===== src/common/charger_mode_control_cfg.svh =====
/*
 * Constants for the charger mode controller: field reset values, code ranges and timing counts.
 * Assumes a 125 MHz clock; included by its bare name.
 */
`ifndef CHARGER_MODE_CONTROL_CFG_SVH
`define CHARGER_MODE_CONTROL_CFG_SVH

// -----------------------------------------------------------------------------
// clock and timing
// -----------------------------------------------------------------------------
`define CLK_MHZ              125
`define BAD_SRC_WIN_MS       30
`define BAD_SRC_WIN_CYC      (`BAD_SRC_WIN_MS * 1000 * `CLK_MHZ)
`define PRESENCE_SINK_MS     256
`define PRESENCE_SINK_CYC    (`PRESENCE_SINK_MS * 1000 * `CLK_MHZ)
`define PRESENCE_PERIOD_MS   2000
`define PRESENCE_PERIOD_CYC  (`PRESENCE_PERIOD_MS * 1000 * `CLK_MHZ)
`define TOPOFF_MIN_BASE      30
`define MIN_CYC              (60 * 1000 * 1000 * `CLK_MHZ)
`define SEARCH_STEP_CYC      1000

// -----------------------------------------------------------------------------
// voltage thresholds in mV and code ranges
// -----------------------------------------------------------------------------
`define SRC_QUAL_MV          16'h0CE4
`define SRC_OVP_MV           16'h36B0
`define BAD_SRC_MV           16'h0ED8
`define TRICKLE_MV           16'h07D0
`define MIN_INPUT_VOLTAGE_REG_MAX_CODE        7'h5F
`define INPUT_CURRENT_LIMIT_MAX_CODE        6'h3F
`define FAST_CHARGE_CURRENT_MAX_CODE        6'h31
`define BATTERY_TARGET_VOLTAGE_MAX_CODE       7'h51
`define END_CHARGE_CURRENT_MAX_CODE        4'hF
`define TRICKLE_MA           13'h0064
`define TOTAL_RESET_BITS     8'h00

`endif


===== src/common/charger_mode_control_pkg.sv =====
/*
 * Types for the charger mode controller.
 * Assumes the constants header is included by users that need numbers.
 */
package charger_mode_control_pkg;
    typedef enum logic [1:0] {OP_CHARGE, OP_BOOST, OP_HIZ}            op_mode_t;
    typedef enum logic [2:0] {PH_IDLE, PH_TRICKLE, PH_PRE, PH_FAST, PH_EOC} phase_t;
    typedef enum logic [1:0] {SRC_WAIT, SRC_CHECK, SRC_GOOD, SRC_BAD}  src_state_t;
endpackage


===== src/rtl/charger_mode_control.sv =====
/*
 * Digital mode and charge-phase control of a single-cell switching charger with boost.
 * Assumes measured voltages arrive as mV codes synchronous to clk; settings come as ports.
 */
`timescale 1ns/1ps
`include "charger_mode_control_cfg.svh"
module charger_mode_control #(
    parameter int unsigned BAD_SRC_CYC  = `BAD_SRC_WIN_CYC,
    parameter int unsigned SINK_CYC     = `PRESENCE_SINK_CYC,
    parameter int unsigned PERIOD_CYC   = `PRESENCE_PERIOD_CYC,
    parameter int unsigned MINUTE_CYC   = `MIN_CYC,
    parameter int unsigned DEGLITCH_CYC = 16
) (
    input  wire logic        clk,
    input  wire logic        rst,
    input  wire logic [15:0] input_rail_mv,
    input  wire logic [15:0] battery_mv,
    input  wire logic [12:0] charge_ma,
    input  wire logic        system_overload,
    input  wire logic        input_droop,
    input  wire logic        warn_input_v,
    input  wire logic        warn_input_i,
    input  wire logic        thermal_regulation_flag,
    input  wire logic [6:0]  min_input_voltage_reg,
    input  wire logic [5:0]  input_current_limit,
    input  wire logic        input_limit_disable,
    input  wire logic [5:0]  fast_charge_current,
    input  wire logic [6:0]  battery_target_voltage,
    input  wire logic [3:0]  end_charge_current,
    input  wire logic [15:0] precharge_threshold,
    input  wire logic [12:0] precharge_current,
    input  wire logic        bad_source_check_off,
    input  wire logic [1:0]  input_limit_source_sel,
    input  wire logic        switch_rate_select,
    input  wire logic        constant_switch_rate,
    input  wire logic        converter_master_enable,
    input  wire logic        charge_enable_bit,
    input  wire logic        charge_inhibit_pin,
    input  wire logic        high_impedance_bit,
    input  wire logic        end_detect_enable,
    input  wire logic [2:0]  end_detect_deglitch,
    input  wire logic        termination_enable,
    input  wire logic [1:0]  topoff_timer_sel,
    input  wire logic        battery_presence_check,
    input  wire logic        boost_select,
    input  wire logic        boost_pin_control,
    input  wire logic        boost_pin,
    input  wire logic        boost_output_route,
    input  wire logic        end_flag_clear,
    output logic [1:0]       op_mode,
    output logic [2:0]       charge_phase,
    output logic             charge_allowed,
    output logic             bad_source,
    output logic             bad_source_sink,
    output logic             battery_switch_on,
    output logic             converter_on,
    output logic             low_power,
    output logic [15:0]      min_input_voltage_reg_target_mv,
    output logic [11:0]      limit_ma,
    output logic             limit_active,
    output logic [12:0]      charge_target_ma,
    output logic [15:0]      battery_target_voltage_mv,
    output logic [9:0]       end_current_ma,
    output logic [1:0]       limit_source,
    output logic [2:0]       warn_status,
    output logic             rate_half,
    output logic             rate_fixed,
    output logic             end_current_flag,
    output logic             int_n,
    output logic             presence_sink,
    output logic             battery_absent,
    output logic             boost_to_input_rail,
    output logic             boost_to_intermediate_node
);
    import charger_mode_control_pkg::*;
    // ---------------------------------------------------------------------
    // target decode
    // ---------------------------------------------------------------------
    logic [6:0]  min_input_voltage_reg_code;
    logic [5:0]  input_current_limit_code;
    logic [5:0]  fast_charge_current_code;
    logic [6:0]  battery_target_voltage_code;
    logic [5:0]  search_code_r;
    logic [5:0]  eff_input_current_limit;
    logic [9:0]  search_cnt_r;

    assign min_input_voltage_reg_code  = (min_input_voltage_reg > `MIN_INPUT_VOLTAGE_REG_MAX_CODE) ? `MIN_INPUT_VOLTAGE_REG_MAX_CODE
                                                                 : min_input_voltage_reg;
    assign input_current_limit_code  = (input_current_limit > `INPUT_CURRENT_LIMIT_MAX_CODE) ? `INPUT_CURRENT_LIMIT_MAX_CODE
                                                               : input_current_limit;
    assign fast_charge_current_code  = (fast_charge_current > `FAST_CHARGE_CURRENT_MAX_CODE) ? `FAST_CHARGE_CURRENT_MAX_CODE
                                                               : fast_charge_current;
    assign battery_target_voltage_code = (battery_target_voltage > `BATTERY_TARGET_VOLTAGE_MAX_CODE) ? `BATTERY_TARGET_VOLTAGE_MAX_CODE
                                                                   : battery_target_voltage;
    assign eff_input_current_limit   = (search_code_r < input_current_limit_code) ? search_code_r : input_current_limit_code;

    always_ff @(posedge clk) begin
        if (rst) begin
            min_input_voltage_reg_target_mv   <= 16'h0F3C;
            battery_target_voltage_mv         <= 16'h0F3C;
            limit_ma         <= 12'h064;
            charge_target_ma <= 13'h0064;
            end_current_ma   <= 10'h064;
        end else begin
            min_input_voltage_reg_target_mv   <= 16'(16'd3900 + 16'd100 * 16'(min_input_voltage_reg_code));
            battery_target_voltage_mv         <= 16'(16'd3900 + 16'd10 * 16'(battery_target_voltage_code));
            limit_ma         <= 12'(12'd100 + 12'd50 * 12'(eff_input_current_limit));
            end_current_ma   <= 10'(10'd100 + 10'd50 * 10'(end_charge_current));
            case (phase_t'(charge_phase))
                PH_TRICKLE: charge_target_ma <= `TRICKLE_MA;
                PH_PRE:     charge_target_ma <= precharge_current;
                default:    charge_target_ma <= 13'(13'd100 + 13'd100 * 13'(fast_charge_current_code));
            endcase
        end
    end

    // input limit search: step down while drooping at the voltage target
    always_ff @(posedge clk) begin
        if (rst) begin
            search_code_r <= `INPUT_CURRENT_LIMIT_MAX_CODE;
            search_cnt_r  <= 10'h000;
            limit_active  <= 1'b0;
        end else begin
            limit_active <= ~input_limit_disable;
            if (!input_droop) begin
                search_code_r <= `INPUT_CURRENT_LIMIT_MAX_CODE;
                search_cnt_r  <= 10'h000;
            end else if (search_cnt_r == 10'(`SEARCH_STEP_CYC - 1)) begin
                search_cnt_r <= 10'h000;
                if (search_code_r > 6'h00)
                    search_code_r <= (search_code_r > input_current_limit_code) ? input_current_limit_code - 6'h01
                                                                 : search_code_r - 6'h01;
            end else begin
                search_cnt_r <= search_cnt_r + 10'h001;
            end
        end
    end

    // ---------------------------------------------------------------------
    // source qualification
    // ---------------------------------------------------------------------
    src_state_t  src_r;
    logic [31:0] src_cnt_r;
    logic        src_ok;

    always_ff @(posedge clk) begin
        if (rst) begin
            src_r     <= SRC_WAIT;
            src_cnt_r <= 32'h00000000;
        end else begin
            case (src_r)
                SRC_WAIT: begin
                    src_cnt_r <= 32'h00000000;
                    if (input_rail_mv > `SRC_QUAL_MV)
                        src_r <= bad_source_check_off ? SRC_GOOD : SRC_CHECK;
                end
                SRC_CHECK: begin
                    src_cnt_r <= src_cnt_r + 32'h00000001;
                    if (input_rail_mv <= `BAD_SRC_MV)
                        src_r <= SRC_BAD;
                    else if (src_cnt_r == BAD_SRC_CYC - 1)
                        src_r <= SRC_GOOD;
                end
                SRC_GOOD, SRC_BAD: begin
                    if (input_rail_mv <= `SRC_QUAL_MV)
                        src_r <= SRC_WAIT;
                end
                default: src_r <= SRC_WAIT;
            endcase
        end
    end
    assign src_ok = (src_r == SRC_GOOD) && (input_rail_mv < `SRC_OVP_MV);

    // ---------------------------------------------------------------------
    // operating mode and boost path
    // ---------------------------------------------------------------------
    logic    boost_req;
    op_mode_t mode_nxt;
    assign boost_req = boost_select && (!boost_pin_control || boost_pin);

    always_comb begin
        if (high_impedance_bit)      mode_nxt = OP_HIZ;
        else if (boost_req)          mode_nxt = OP_BOOST;
        else                         mode_nxt = OP_CHARGE;
    end

    always_ff @(posedge clk) begin
        if (rst) begin
            op_mode                    <= 2'(OP_CHARGE);
            converter_on               <= 1'b0;
            low_power                  <= 1'b0;
            boost_to_input_rail        <= 1'b0;
            boost_to_intermediate_node <= 1'b0;
            rate_half                  <= 1'b0;
            rate_fixed                 <= 1'b0;
            limit_source               <= 2'h0;
            warn_status                <= 3'h0;
            bad_source                 <= 1'b0;
            bad_source_sink            <= 1'b0;
        end else begin
            op_mode      <= 2'(mode_nxt);
            converter_on <= converter_master_enable && (mode_nxt != OP_HIZ);
            low_power    <= (mode_nxt == OP_HIZ);
            boost_to_input_rail <= converter_master_enable && mode_nxt == OP_BOOST
                                   && boost_output_route;
            boost_to_intermediate_node <= converter_master_enable && mode_nxt == OP_BOOST
                                          && !boost_output_route;
            rate_half    <= switch_rate_select;
            rate_fixed   <= constant_switch_rate;
            limit_source <= input_limit_source_sel;
            warn_status  <= {thermal_regulation_flag, warn_input_i, warn_input_v};
            bad_source      <= (src_r == SRC_BAD);
            bad_source_sink <= (src_r == SRC_CHECK);
        end
    end

    // ---------------------------------------------------------------------
    // charge phase
    // ---------------------------------------------------------------------
    phase_t phase_nxt;
    logic   charging_ok;
    logic   done_r;
    assign charging_ok = converter_master_enable && src_ok && mode_nxt == OP_CHARGE
                         && charge_enable_bit && !charge_inhibit_pin;

    always_comb begin
        if (!charging_ok || done_r)                  phase_nxt = PH_IDLE;
        else if (battery_mv < `TRICKLE_MV)           phase_nxt = PH_TRICKLE;
        else if (battery_mv < precharge_threshold)   phase_nxt = PH_PRE;
        else if (battery_mv < battery_target_voltage_mv)              phase_nxt = PH_FAST;
        else                                         phase_nxt = PH_EOC;
    end

    // ---------------------------------------------------------------------
    // end of charge, termination, top-off, presence
    // ---------------------------------------------------------------------
    logic [10:0] degl_cnt_r;
    logic [31:0] tmr_cnt_r;
    logic [5:0]  topoff_min_r;
    logic        topoff_r;
    logic        below_end;
    assign below_end = charge_ma < 13'(end_current_ma);

    always_ff @(posedge clk) begin
        if (rst) begin
            degl_cnt_r       <= 11'h000;
            end_current_flag <= 1'b0;
        end else begin
            if (phase_nxt == PH_EOC && end_detect_enable && below_end) begin
                if (degl_cnt_r != 11'h7FF)
                    degl_cnt_r <= degl_cnt_r + 11'h001;
            end else begin
                degl_cnt_r <= 11'h000;
            end
            if (degl_cnt_r == 11'(DEGLITCH_CYC * (32'(end_detect_deglitch) + 1)))
                end_current_flag <= 1'b1;
            else if (end_flag_clear)
                end_current_flag <= 1'b0;
        end
    end

    always_ff @(posedge clk) begin
        if (rst) begin
            done_r         <= 1'b0;
            topoff_r       <= 1'b0;
            topoff_min_r   <= 6'h00;
            tmr_cnt_r      <= 32'h00000000;
            presence_sink  <= 1'b0;
            battery_absent <= 1'b0;
        end else if (!charging_ok) begin
            done_r   <= 1'b0;
            topoff_r <= 1'b0;
            presence_sink <= 1'b0;
        end else if (!done_r && !topoff_r) begin
            tmr_cnt_r <= 32'h00000000;
            if (degl_cnt_r == 11'(DEGLITCH_CYC * (32'(end_detect_deglitch) + 1))) begin
                if (topoff_timer_sel != 2'h0) begin
                    topoff_r     <= 1'b1;
                    topoff_min_r <= 6'(`TOPOFF_MIN_BASE + 10 * (topoff_timer_sel - 1));
                end else if (termination_enable) begin
                    done_r <= 1'b1;
                end
            end
        end else if (topoff_r) begin
            if (tmr_cnt_r == MINUTE_CYC - 1) begin
                tmr_cnt_r <= 32'h00000000;
                if (topoff_min_r == 6'h01) begin
                    topoff_r <= 1'b0;
                    done_r   <= termination_enable;
                end
                topoff_min_r <= topoff_min_r - 6'h01;
            end else begin
                tmr_cnt_r <= tmr_cnt_r + 32'h00000001;
            end
        end else begin
            tmr_cnt_r <= (tmr_cnt_r == PERIOD_CYC - 1) ? 32'h00000000
                                                        : tmr_cnt_r + 32'h00000001;
            presence_sink <= battery_presence_check && tmr_cnt_r < SINK_CYC;
            if (presence_sink && battery_mv < battery_target_voltage_mv - 16'h0064)
                battery_absent <= 1'b1;
            else if (!battery_presence_check)
                battery_absent <= 1'b0;
        end
    end

    always_ff @(posedge clk) begin
        if (rst) begin
            charge_phase      <= 3'(PH_IDLE);
            charge_allowed    <= 1'b0;
            battery_switch_on <= 1'b1;
            int_n             <= 1'b1;
        end else begin
            charge_phase      <= 3'(phase_nxt);
            charge_allowed    <= charging_ok && !done_r;
            battery_switch_on <= (charging_ok && !done_r) || system_overload;
            int_n             <= !end_current_flag;
        end
    end

    // ---------------------------------------------------------------------
    // checks
    // ---------------------------------------------------------------------
    property p_hiz;
        @(posedge clk) disable iff (rst) high_impedance_bit |=> low_power && !converter_on;
    endproperty
    a_hiz: assert property (p_hiz) else $error("hiz not entered");
    property p_master;
        @(posedge clk) disable iff (rst) !converter_master_enable |=> !converter_on;
    endproperty
    a_master: assert property (p_master) else $error("converter on while disabled");
    property p_route;
        @(posedge clk) disable iff (rst) !(boost_to_input_rail && boost_to_intermediate_node);
    endproperty
    a_route: assert property (p_route) else $error("both boost routes");
    property p_int;
        @(posedge clk) disable iff (rst) $rose(end_current_flag) |=> !int_n;
    endproperty
    a_int: assert property (p_int) else $error("interrupt not raised");
    property p_overload;
        @(posedge clk) disable iff (rst) system_overload |=> battery_switch_on;
    endproperty
    a_overload: assert property (p_overload) else $error("switch open on overload");
    property p_ovp;
        @(posedge clk) disable iff (rst) input_rail_mv >= `SRC_OVP_MV |=> !charge_allowed;
    endproperty
    a_ovp: assert property (p_ovp) else $error("charging above ovp");
    property p_trickle;
        @(posedge clk) disable iff (rst)
            charge_phase == 3'(PH_TRICKLE) |=> charge_target_ma == `TRICKLE_MA;
    endproperty
    a_trickle: assert property (p_trickle) else $error("trickle current wrong");
    property p_min_input_voltage_reg;
        @(posedge clk) disable iff (rst) min_input_voltage_reg_target_mv >= 16'h0F3C && min_input_voltage_reg_target_mv <= 16'h3458;
    endproperty
    a_min_input_voltage_reg: assert property (p_min_input_voltage_reg) else $error("min_input_voltage_reg out of range");
    c_boost: cover property (@(posedge clk) op_mode == 2'(OP_BOOST));
    c_eoc:   cover property (@(posedge clk) $rose(end_current_flag));
    c_bad:   cover property (@(posedge clk) bad_source);
endmodule // charger_mode_control


===== config.mk =====
export PLATFORM = sky130hd
export DESIGN_NAME = charger_mode_control
export DESIGN_NICKNAME = d
export VERILOG_FILES = /design/src/common/charger_mode_control_pkg.sv /design/src/rtl/charger_mode_control.sv
export VERILOG_INCLUDE_DIRS = /design/src /design/src/common
export SDC_FILE = /design/constraint.sdc
export NUM_CORES = 1
export LEC_CHECK = 0
export ABC_CLOCK_PERIOD_IN_PS = 5200
export BUFFER_PORTS_ARGS = -buffer_cell sky130_fd_sc_hd__buf_2
export CAP_MARGIN = 20
export CORE_AREA = 2 2 140 210
export DETAILED_ROUTE_END_ITERATION = 10
export DIE_AREA = 0 0 142 212
export GPL_TIMING_DRIVEN = 1
export PLACE_DENSITY = 0.68
export SLEW_MARGIN = 20
export SYNTH_ARGS = -nofsm -noshare
export SYNTH_HDL_FRONTEND = slang
export SYNTH_SLANG_ARGS = --single-unit

===== constraint.sdc =====
create_clock -name clk -period 5.2 [get_ports clk]
set_clock_uncertainty 0.2 [all_clocks]
set_input_delay 0.78 -clock clk [delete_from_list [all_inputs] [get_ports clk]]
set_output_delay 0.78 -clock clk [all_outputs]
set_load 0.05 [all_outputs]

==> results of run 1 <==
==> logic make-up (layout without fill, tap and decap cells) <==
family          count (synthesis)  in the layout  synth area share, %
xor+xnor                      115            115                 8.05
buf+inv                       154            363                 4.99
flops                         184            184                 29.4
compound gates                300            300                 16.1
mux                            10             10                0.820
other cells                     1              9               0.0300
fa+ha+maj                     164            164                 16.8
simple gates                  563            563                 23.9
==> per-layer routing <==
layer	track usage, %	wire length, um	share of wire (%)	vias up
li1	-	-	-	5748
met4	8.03	777	2.5	0
met2	39.4	16600	54	225
met5	0	0	0	-
met3	3.54	979	3.2	46
met1	22.5	12600	41	5335
==> through the flow <==
step                power (uW)  utilization [%]  hold slack (ps)
detailed placement        3310             49.0              237
global placement          3280             49.0              232
CTS                       4600             51.0              244
global route              4840             51.0              266
finish                    4540             51.0              253
floorplan                 2890                -              230
==> where the power goes <==
group          leakage (uW)  internal (uW)  switching [uW]  total (uW)
sequential          0.00150           1520            52.4        1570
clock              0.000276            631             629        1260
combinational       0.00462            605            1110        1710
total               0.00640           2750            1790        4540
==> area by class of cell <==
| cell class | instances | area share, % |
|---|---|---|
| clock buffers | 17 | 2.93 |
| well taps | 351 | 3.03 |
| flip-flops and latches | 184 | 25.4 |
| multi-input cells | 1161 | 57.0 |
| clock inverters | 15 | 0.897 |
| repair buffers | 228 | 8.11 |
| inverters | 103 | 2.67 |
==> path summary, 6_finish.rpt <==
path,start,endpoint,slack [ps],cells after the start
worst max register to register,search_code_r[3]$_SDFFE_PP1P_,limit_ma[11]$_SDFF_PP0_,480,17
worst max-delay path,input_current_limit[3],limit_ma[11]$_SDFF_PP0_,390,19
worst min-delay path,end_current_flag$_SDFFE_PP0P_,int_n$_SDFF_PP1_,250,1
worst min register to register,end_current_flag$_SDFFE_PP0P_,int_n$_SDFF_PP1_,250,1
==> registers in the layout, summed over array words and instances, names as in the netlist, 2 cells and up <==
register and cells:
warn_status 3, end_current_ma 9, limit_source 2, search_code_r 6, src_cnt_r 32, tmr_cnt_r 32, battery_target_voltage_mv 12, degl_cnt_r 11
charge_target_ma 13, search_cnt_r 10, charge_phase 3, limit_ma 11, src_r 2, topoff_min_r 6, min_input_voltage_reg_target_mv 13, op_mode 2
==> Yosys cell counts, types with 14 or more instances <==
master / n / area [sq um]
dfxtp_1: 184 / 3680
ha_1: 158 / 1980
nor2_1: 118 / 443
nand2_1: 109 / 409
inv_1: 102 / 383
a21oi_1: 75 / 375
o21ai_0: 63 / 315
xor2_1: 62 / 543
nand3_1: 57 / 285
xnor2_1: 53 / 464
nor2b_1: 40 / 250
nor3_1: 38 / 190
nand4_1: 34 / 213
clkbuf_1: 32 / 120
and3_1: 28 / 175
a21o_1: 26 / 195
nor4_1: 23 / 144
nand2b_1: 22 / 138
and2_1: 18 / 113
or3_1: 15 / 93.8
o211ai_1: 14 / 105
o41ai_1: 14 / 123
==> results.ini, run 1 <==
[outcome]
status = finished, final reports clean

[min_path]
hp-class = flip-flop to flip-flop

[global_routing]
grt_max_degree = 50
gr-total-overflow = 0
grtUsageTotal_pct = 20.7
grt_pass1_wl_mm = 51.2
antenna_found_initial = 0
grt_pass1_vias = 11155

[worst_setup_path]
cp_top_family = compound AO/OA/AOI/OAI gates
start_kind = primary input
crit_chain = buf_2, inv_1, ha_1, a21o_1, a21o_1, a211oi_2, buf_4, nand2_1, o21ai_0, ha_1, ha_1, ha_1, ha_1, nor2b_1, o31a_1, or4_1, a311oi_1, a32oi_1, o41ai_1
crit_buf_inv = 3
crit_fanout = 14
end_kind = flip-flop
max_stage_delay_ps = 430
arrival_ps = 4960
criticalPathCategory = primary input to flip-flop
crit_top_cell = ha_1
worst_ep_required_time_ps = 5350
cpMaxStageDelayCell = or4_1

[power]
power.ir.vdd_worst_v = 0.000232
power_density_nw_per_um2 = 313
leakagePower_uw = 0.00640

[finish]
fin_area_sq_um = 14500
layout_common_cells = buf_2, dfxtp_1, ha_1, nor2_1, nand2_1
layout_commonest_cell = buf_2
fillers = 2732
antennaDiodeCount = 0
finalNetCount = 1993
syn_to_final_growth_pct = 15.8
multi_input_area_sq_um = 8260
drive_gt1_share_pct = 16.5
final_cell_count_no_fill = 2059
ff_latch_area_sq_um = 3680

[logic_synthesis]
synth-main-ff-cell = dfxtp_1
yosys_register_bits = 184
yosysSeqAreaShare_pct = 29.4
synth_cells = 1491
ys_types = 79
synthArstFlopShare_pct = 0
synth-edff-count = 0
ys_warn_count = 0
syn-mean-instance-area_sq_um = 8.40
syn_area_sq_um = 12500

[cts]
cts_max_path_buffers = 2
clk-insertion-delay-late_ps = 460
clk_pin_slew_ps = 70
clock-sinks = 184
post_cts_buffers = 0
clockRootBuffer = clkbuf_16
numCtsBuffers = 17
cts_resized = 0
postCtsHoldBufs = 0
htreeDepth = 4
cts_tree = done

[timing]
fmax_ghz = 0.208
timing.final.hold_violations = 0
tightest_slew_ps = 968
rsz0062_at_grt = no
final.min_clock_period_ps = 4810
slew_viol_final = 0
setup_ws_ps = 391
final-setup-viol-count = 0
setup-tns-final_ps = 0
relSlewSlack_pct = 35.4
period_share_pct = 92.5

[floorplanning]
die_h_um = 212
dieArea_sq_um = 30100
die-width_um = 142
io_pins = 226
num_rows = 76
start_util_pct = 44.0
coreArea_sq_um = 28400

[route]
wl_per_cell_um = 15.0
drtIter0Drc = 444
finalWirelength_mm = 30.9
antenna_left = 0
dr.pass1.iters = 6
drc_errors = 0
vias = 11354
drt-vias-per-instance = 5.51

[flow_run]
drv_cap = 0

[place]
portBuffers = 215
dp.cells = 2027
dp_hpwl_mm = 23.8
placedInstanceArea_sq_um = 13900
post-place-ws_ps = 0.451
gp_congestion = 0.898

Power figures use the tool's default switching activity.
==> inputs of run 2 (changes only) <==
- CORE_AREA: 2 2 140 210 -> 2 2 170 172
- DIE_AREA: 0 0 142 212 -> 0 0 172 174
- PLACE_DENSITY: 0.68 -> 0.69
==> run 2 against run 1 <==
Sequential cell count stayed put. Count of clock-buffer cells in the layout did not move. Combinational power about the same. Critical path depth is the same. Worst setup slack gained 46 ps. Critical path type unchanged.
==> results.ini, run 2 (synthesized netlist as in run 1, its figures left out) <==
[outcome]
status = finished, final reports clean

[min_path]
hp-class = flip-flop to flip-flop
min_to = int_n$_SDFF_PP1_
hold_path_depth = 1
holdCritStartpoint = end_current_flag$_SDFFE_PP0P_

[worst_setup_path]
worst_ep_required_time_ps = 5330
crit_chain = buf_2, inv_1, ha_1, a21o_1, a21o_1, a211oi_2, buf_12, nand2_1, o21ai_0, ha_1, ha_1, ha_1, ha_1, nor2b_1, o31a_1, or4_1, a311oi_1, a32oi_1, o41ai_1
crit_fanout = 19
start_kind = primary input
max_stage_delay_ps = 440
rrSetupSlack_ps = 490
end_kind = flip-flop
reg2reg_from = search_code_r[2]$_SDFFE_PP1P_
cp_top_family = compound AO/OA/AOI/OAI gates
rr_endpoint = limit_ma[11]$_SDFF_PP0_
criticalPathCategory = primary input to flip-flop
crit_top_cell = ha_1
crit_buf_inv = 3
arrival_ps = 4890
cpMaxStageDelayCell = or4_1
worstRegToRegCells = 17

[global_routing]
gr-total-overflow = 0
grt_max_degree = 49
grt_pass1_vias = 10952
antenna_found_initial = 3
grtUsageTotal_pct = 20.3
grt_pass1_wl_mm = 50.9

[floorplanning]
die_h_um = 174
io_pins = 226
dieArea_sq_um = 29900
coreArea_sq_um = 28200
num_rows = 62
die-width_um = 172
start_util_pct = 44.3

[route]
drt-vias-per-instance = 5.42
drc_errors = 0
vias = 11357
drtIter0Drc = 624
finalWirelength_mm = 30.1
wl_per_cell_um = 14.4
dr.pass1.iters = 5
antenna_left = 0

[timing]
fmax_ghz = 0.210
final.min_clock_period_ps = 4760
rsz0062_at_grt = no
setup-tns-final_ps = 0
final-setup-viol-count = 0
timing.final.hold_violations = 0
tightest_slew_ps = 951
relSlewSlack_pct = 36.6
period_share_pct = 91.6
slew_viol_final = 0

[cts]
cts_tree = done
postCtsHoldBufs = 0
clock-sinks = 184
post_cts_buffers = 0
clk-insertion-delay-late_ps = 430
numCtsBuffers = 17
htreeDepth = 4
cts_resized = 0
clk_pin_slew_ps = 70
clockRootBuffer = clkbuf_16
cts_max_path_buffers = 2

[place]
dp_hpwl_mm = 23.1
gp_congestion = 0.843
portBuffers = 215
placedInstanceArea_sq_um = 14000

[finish]
ff_latch_area_sq_um = 3680
layout_commonest_cell = buf_2
drive_gt1_share_pct = 16.5
fin_area_sq_um = 14600
utilization_pct = 51.7
reg_top3 = src_cnt_r: 32 flops, tmr_cnt_r: 32 flops
syn_to_final_growth_pct = 16.7
finalNetCount = 1993
layout_common_cells = buf_2, dfxtp_1, ha_1, nor2_1, nand2_1
fillers = 2752
multi_input_area_sq_um = 8260

[power]
power_density_nw_per_um2 = 315
leakagePower_uw = 0.00642
power.ir.vdd_worst_v = 0.000244
finalPower_uw = 4600

[flow_run]
drv_cap = 0

==> run 2: final cells by class <==
| class | instances | area share [%] |
|---|---|---|
| tap | 384 | 3.29 |
| clock inverter | 15 | 1.25 |
| clock buffer | 17 | 2.91 |
| antenna | 2 | 0.0343 |
| sequential | 184 | 25.2 |
| multi-input combinational | 1161 | 56.5 |
| timing repair buffer | 228 | 8.12 |
| inverter | 103 | 2.65 |
==> run 2: per-stage QoR <==
stage	std cells	setup WS [ps]	hold WS, ps
floorplan	1499	86.3	230
global placement	2060	123	195
detailed placement	2060	-8.25	197
CTS	2092	440	221
global route	2094	185	231
finish	2094	436	217
==> run 2: report_power, final <==
| part | total [uW] | switching (uW) | internal (uW) |
|---|---|---|---|
| combinational | 1700 | 1090 | 605 |
| sequential | 1580 | 57.0 | 1520 |
| clock | 1330 | 634 | 692 |
| total | 4600 | 1780 | 2820 |
==> run 2: worst max path at each step <==
stage	to	cells after the start	slack, ps	startpoint
floorplan	limit_ma[11]$_SDFF_PP0_	17	90	input_current_limit[3]
global placement	limit_ma[11]$_SDFF_PP0_	19	120	input_current_limit[3]
detailed placement	limit_ma[11]$_SDFF_PP0_	19	-8	input_current_limit[3]
CTS	limit_ma[11]$_SDFF_PP0_	19	440	input_current_limit[3]
global route	limit_ma[11]$_SDFF_PP0_	19	190	input_current_limit[2]
finish	limit_ma[11]$_SDFF_PP0_	19	440	input_current_limit[3]
==> run 2: metal layers <==
layer  track usage (%)  vias up  wire [um]
li1                  -     5765          -
met1              26.8     5320      14300
met2              34.4      239      14300
met3              2.71       31       1060
met4              5.67        2        405
met5                 0        -         13
==> inputs of run 3 (changes only) <==
--- a/config.mk
+++ b/config.mk
@@ -8,10 +8,10 @@
 export LEC_CHECK = 0
-export ABC_CLOCK_PERIOD_IN_PS = 5200
+export ABC_CLOCK_PERIOD_IN_PS = 6160
 export BUFFER_PORTS_ARGS = -buffer_cell sky130_fd_sc_hd__buf_2
 export CAP_MARGIN = 20
-export CORE_AREA = 2 2 170 172
+export CORE_AREA = 2 2 203 145
 export DETAILED_ROUTE_END_ITERATION = 10
-export DIE_AREA = 0 0 172 174
+export DIE_AREA = 0 0 205 147
 export GPL_TIMING_DRIVEN = 1
-export PLACE_DENSITY = 0.69
+export PLACE_DENSITY = 0.66
 export SLEW_MARGIN = 20
==> constraint.sdc (replaced) <==
create_clock -name clk -period 6.16 [get_ports clk]
set_clock_uncertainty 0.2 [all_clocks]
set_input_delay 0.308 -clock clk [delete_from_list [all_inputs] [get_ports clk]]
set_output_delay 0.308 -clock clk [all_outputs]
set_load 0.05 [all_outputs]
==> run 3 against run 2 <==
The run now ends with design-rule violations left. Wire length up 3.9%. First-iteration DRC count down 8.5%. Global-route usage up 0.69 points. Sequential cell count unchanged. Final cell count up 0.86%. Via count up 0.28%. Die area up 0.69%. Sequential share of layout area down 0.36 points. Critical endpoint unchanged.
==> results.ini, run 3 (synthesized netlist as in run 1, its figures left out) <==
[outcome]
failed_checks = design-rule violations
status = finished, violations left

[cts]
cts_max_path_buffers = 2
clk-insertion-delay-late_ps = 460
clock-sinks = 184
htreeDepth = 4
clockRootBuffer = clkbuf_16
cts_tree = done
cts_resized = 0
numCtsBuffers = 17
clk_pin_slew_ps = 70

[timing]
tightest_slew_ps = 985
period_share_pct = 81.3
final.min_clock_period_ps = 5010
slew_viol_final = 0
setup_ws_ps = 1150
holdWs_ps = 21.9
relSlewSlack_pct = 34.3
setup-tns-final_ps = 0
rsz0062_at_grt = no
fmax_ghz = 0.200
final-setup-viol-count = 0
timing.final.hold_violations = 0

[min_path]
hold_path_depth = 3
hp-class = primary input to flip-flop

[route]
vias = 11389
finalWirelength_mm = 31.3
drtIter0Drc = 571
antenna_left = 0
drc_errors = 1
drt-vias-per-instance = 5.39
dr.pass1.iters = 8
wl_per_cell_um = 14.8

[worst_setup_path]
worstRegToRegCells = 17
criticalPathCategory = flip-flop to flip-flop
worst_ep_required_time_ps = 6310
arrival_ps = 5160
cp_top_family = compound AO/OA/AOI/OAI gates
max_stage_delay_ps = 500
crit_top_cell = ha_1
end_kind = flip-flop
cpMaxStageDelayCell = dfxtp_1
crit_buf_inv = 1
rrSetupSlack_ps = 1150
start_kind = flip-flop
path_depth = 17
crit_fanout = 11
crit_chain = ha_1, and4_1, o21a_1, a211oi_2, buf_4, nand2_1, o21ai_0, ha_1, ha_1, ha_1, ha_1, nor2b_1, o31a_1, or4_1, a311oi_1, a32oi_1, o41ai_1

[finish]
drive_gt1_share_pct = 15.9
layout_common_cells = buf_2, dfxtp_1, ha_1, nor2_1, nand2_1
reg_top3 = src_cnt_r: 32 flops, tmr_cnt_r: 32 flops
utilization_pct = 52.2
layout_commonest_cell = buf_2
fin_area_sq_um = 14800
finalNetCount = 2021
antennaDiodeCount = 0
syn_to_final_growth_pct = 18.4

[power]
power_density_nw_per_um2 = 261
power.ir.vdd_worst_v = 0.000311
leakagePower_uw = 0.00652

[floorplanning]
die_h_um = 147
dieArea_sq_um = 30100
start_util_pct = 44.1
coreArea_sq_um = 28400
num_rows = 52
io_pins = 226
die-width_um = 205

[global_routing]
antenna_found_initial = 1
grtUsageTotal_pct = 20.9
gr-total-overflow = 0
grt_pass1_wl_mm = 51.5
grt_pass1_vias = 10593
grt_max_degree = 48

[flow_run]
drv_cap = 0

[place]
portBuffers = 215
dp_hpwl_mm = 23.6
post-place-ws_ps = 1070
gp_congestion = 0.872
placedInstanceArea_sq_um = 13900

==> run 3: metrics by stage <==
stage / instances / power, uW
2_1_floorplan: 1499 / 2440
3_3_place_gp: 2051 / 2750
3_5_place_dp: 2051 / 2770
4_1_cts: 2112 / 3900
5_1_grt: 2112 / 4120
6_report: 2112 / 3870
==> run 3: area by class of cell <==
cell class,instances,area [sq um]
multi-input combinational,1161,8240
clock inverter,11,124
timing repair buffer,256,1460
sequential,184,3680
fill,2710,13500
inverter,103,387
clock buffer,19,453
tap,378,473
==> run 3: tightest hold or removal path: cells and delay by family <==
| family | cells | cell delay [ps] |
|---|---|---|
| buffers and inverters | 1 | 90 |
| and+or+nand+nor | 2 | 250 |
==> run 3: where the power goes <==
group	switching [uW]	total, uW	internal, uW	leakage, uW
registers	48.1	1330	1280	0.00150
logic	932	1440	506	0.00474
clock network	486	1100	614	0.000277
total	1470	3870	2400	0.00652
==> run 3: worst paths after layout <==
kind                                                    start                         end
worst max-delay path            search_code_r[2]$_SDFFE_PP1P_     limit_ma[11]$_SDFF_PP0_
worst min-delay path                              input_droop  search_cnt_r[2]$_SDFF_PP0_
worst max register to register  search_code_r[2]$_SDFFE_PP1P_     limit_ma[11]$_SDFF_PP0_
worst min register to register  end_current_flag$_SDFFE_PP0P_            int_n$_SDFF_PP1_
==> run 3: routing by layer <==
layer | global-route usage, % | wire length, um | vias to the layer above
li1 | - | - | 5814
met1 | 30.4 | 16000 | 5271
met2 | 30.9 | 13100 | 262
met3 | 4.86 | 1720 | 40
met4 | 5.76 | 472 | 2
met5 | 0 | 13 | -
==> run 3: timing repair <==
action	in CTS	in global routing
buffers inserted	0	0
hold buffers	31	0
endpoints found under the hold margin	33	0
endpoints found under the setup margin	0	0
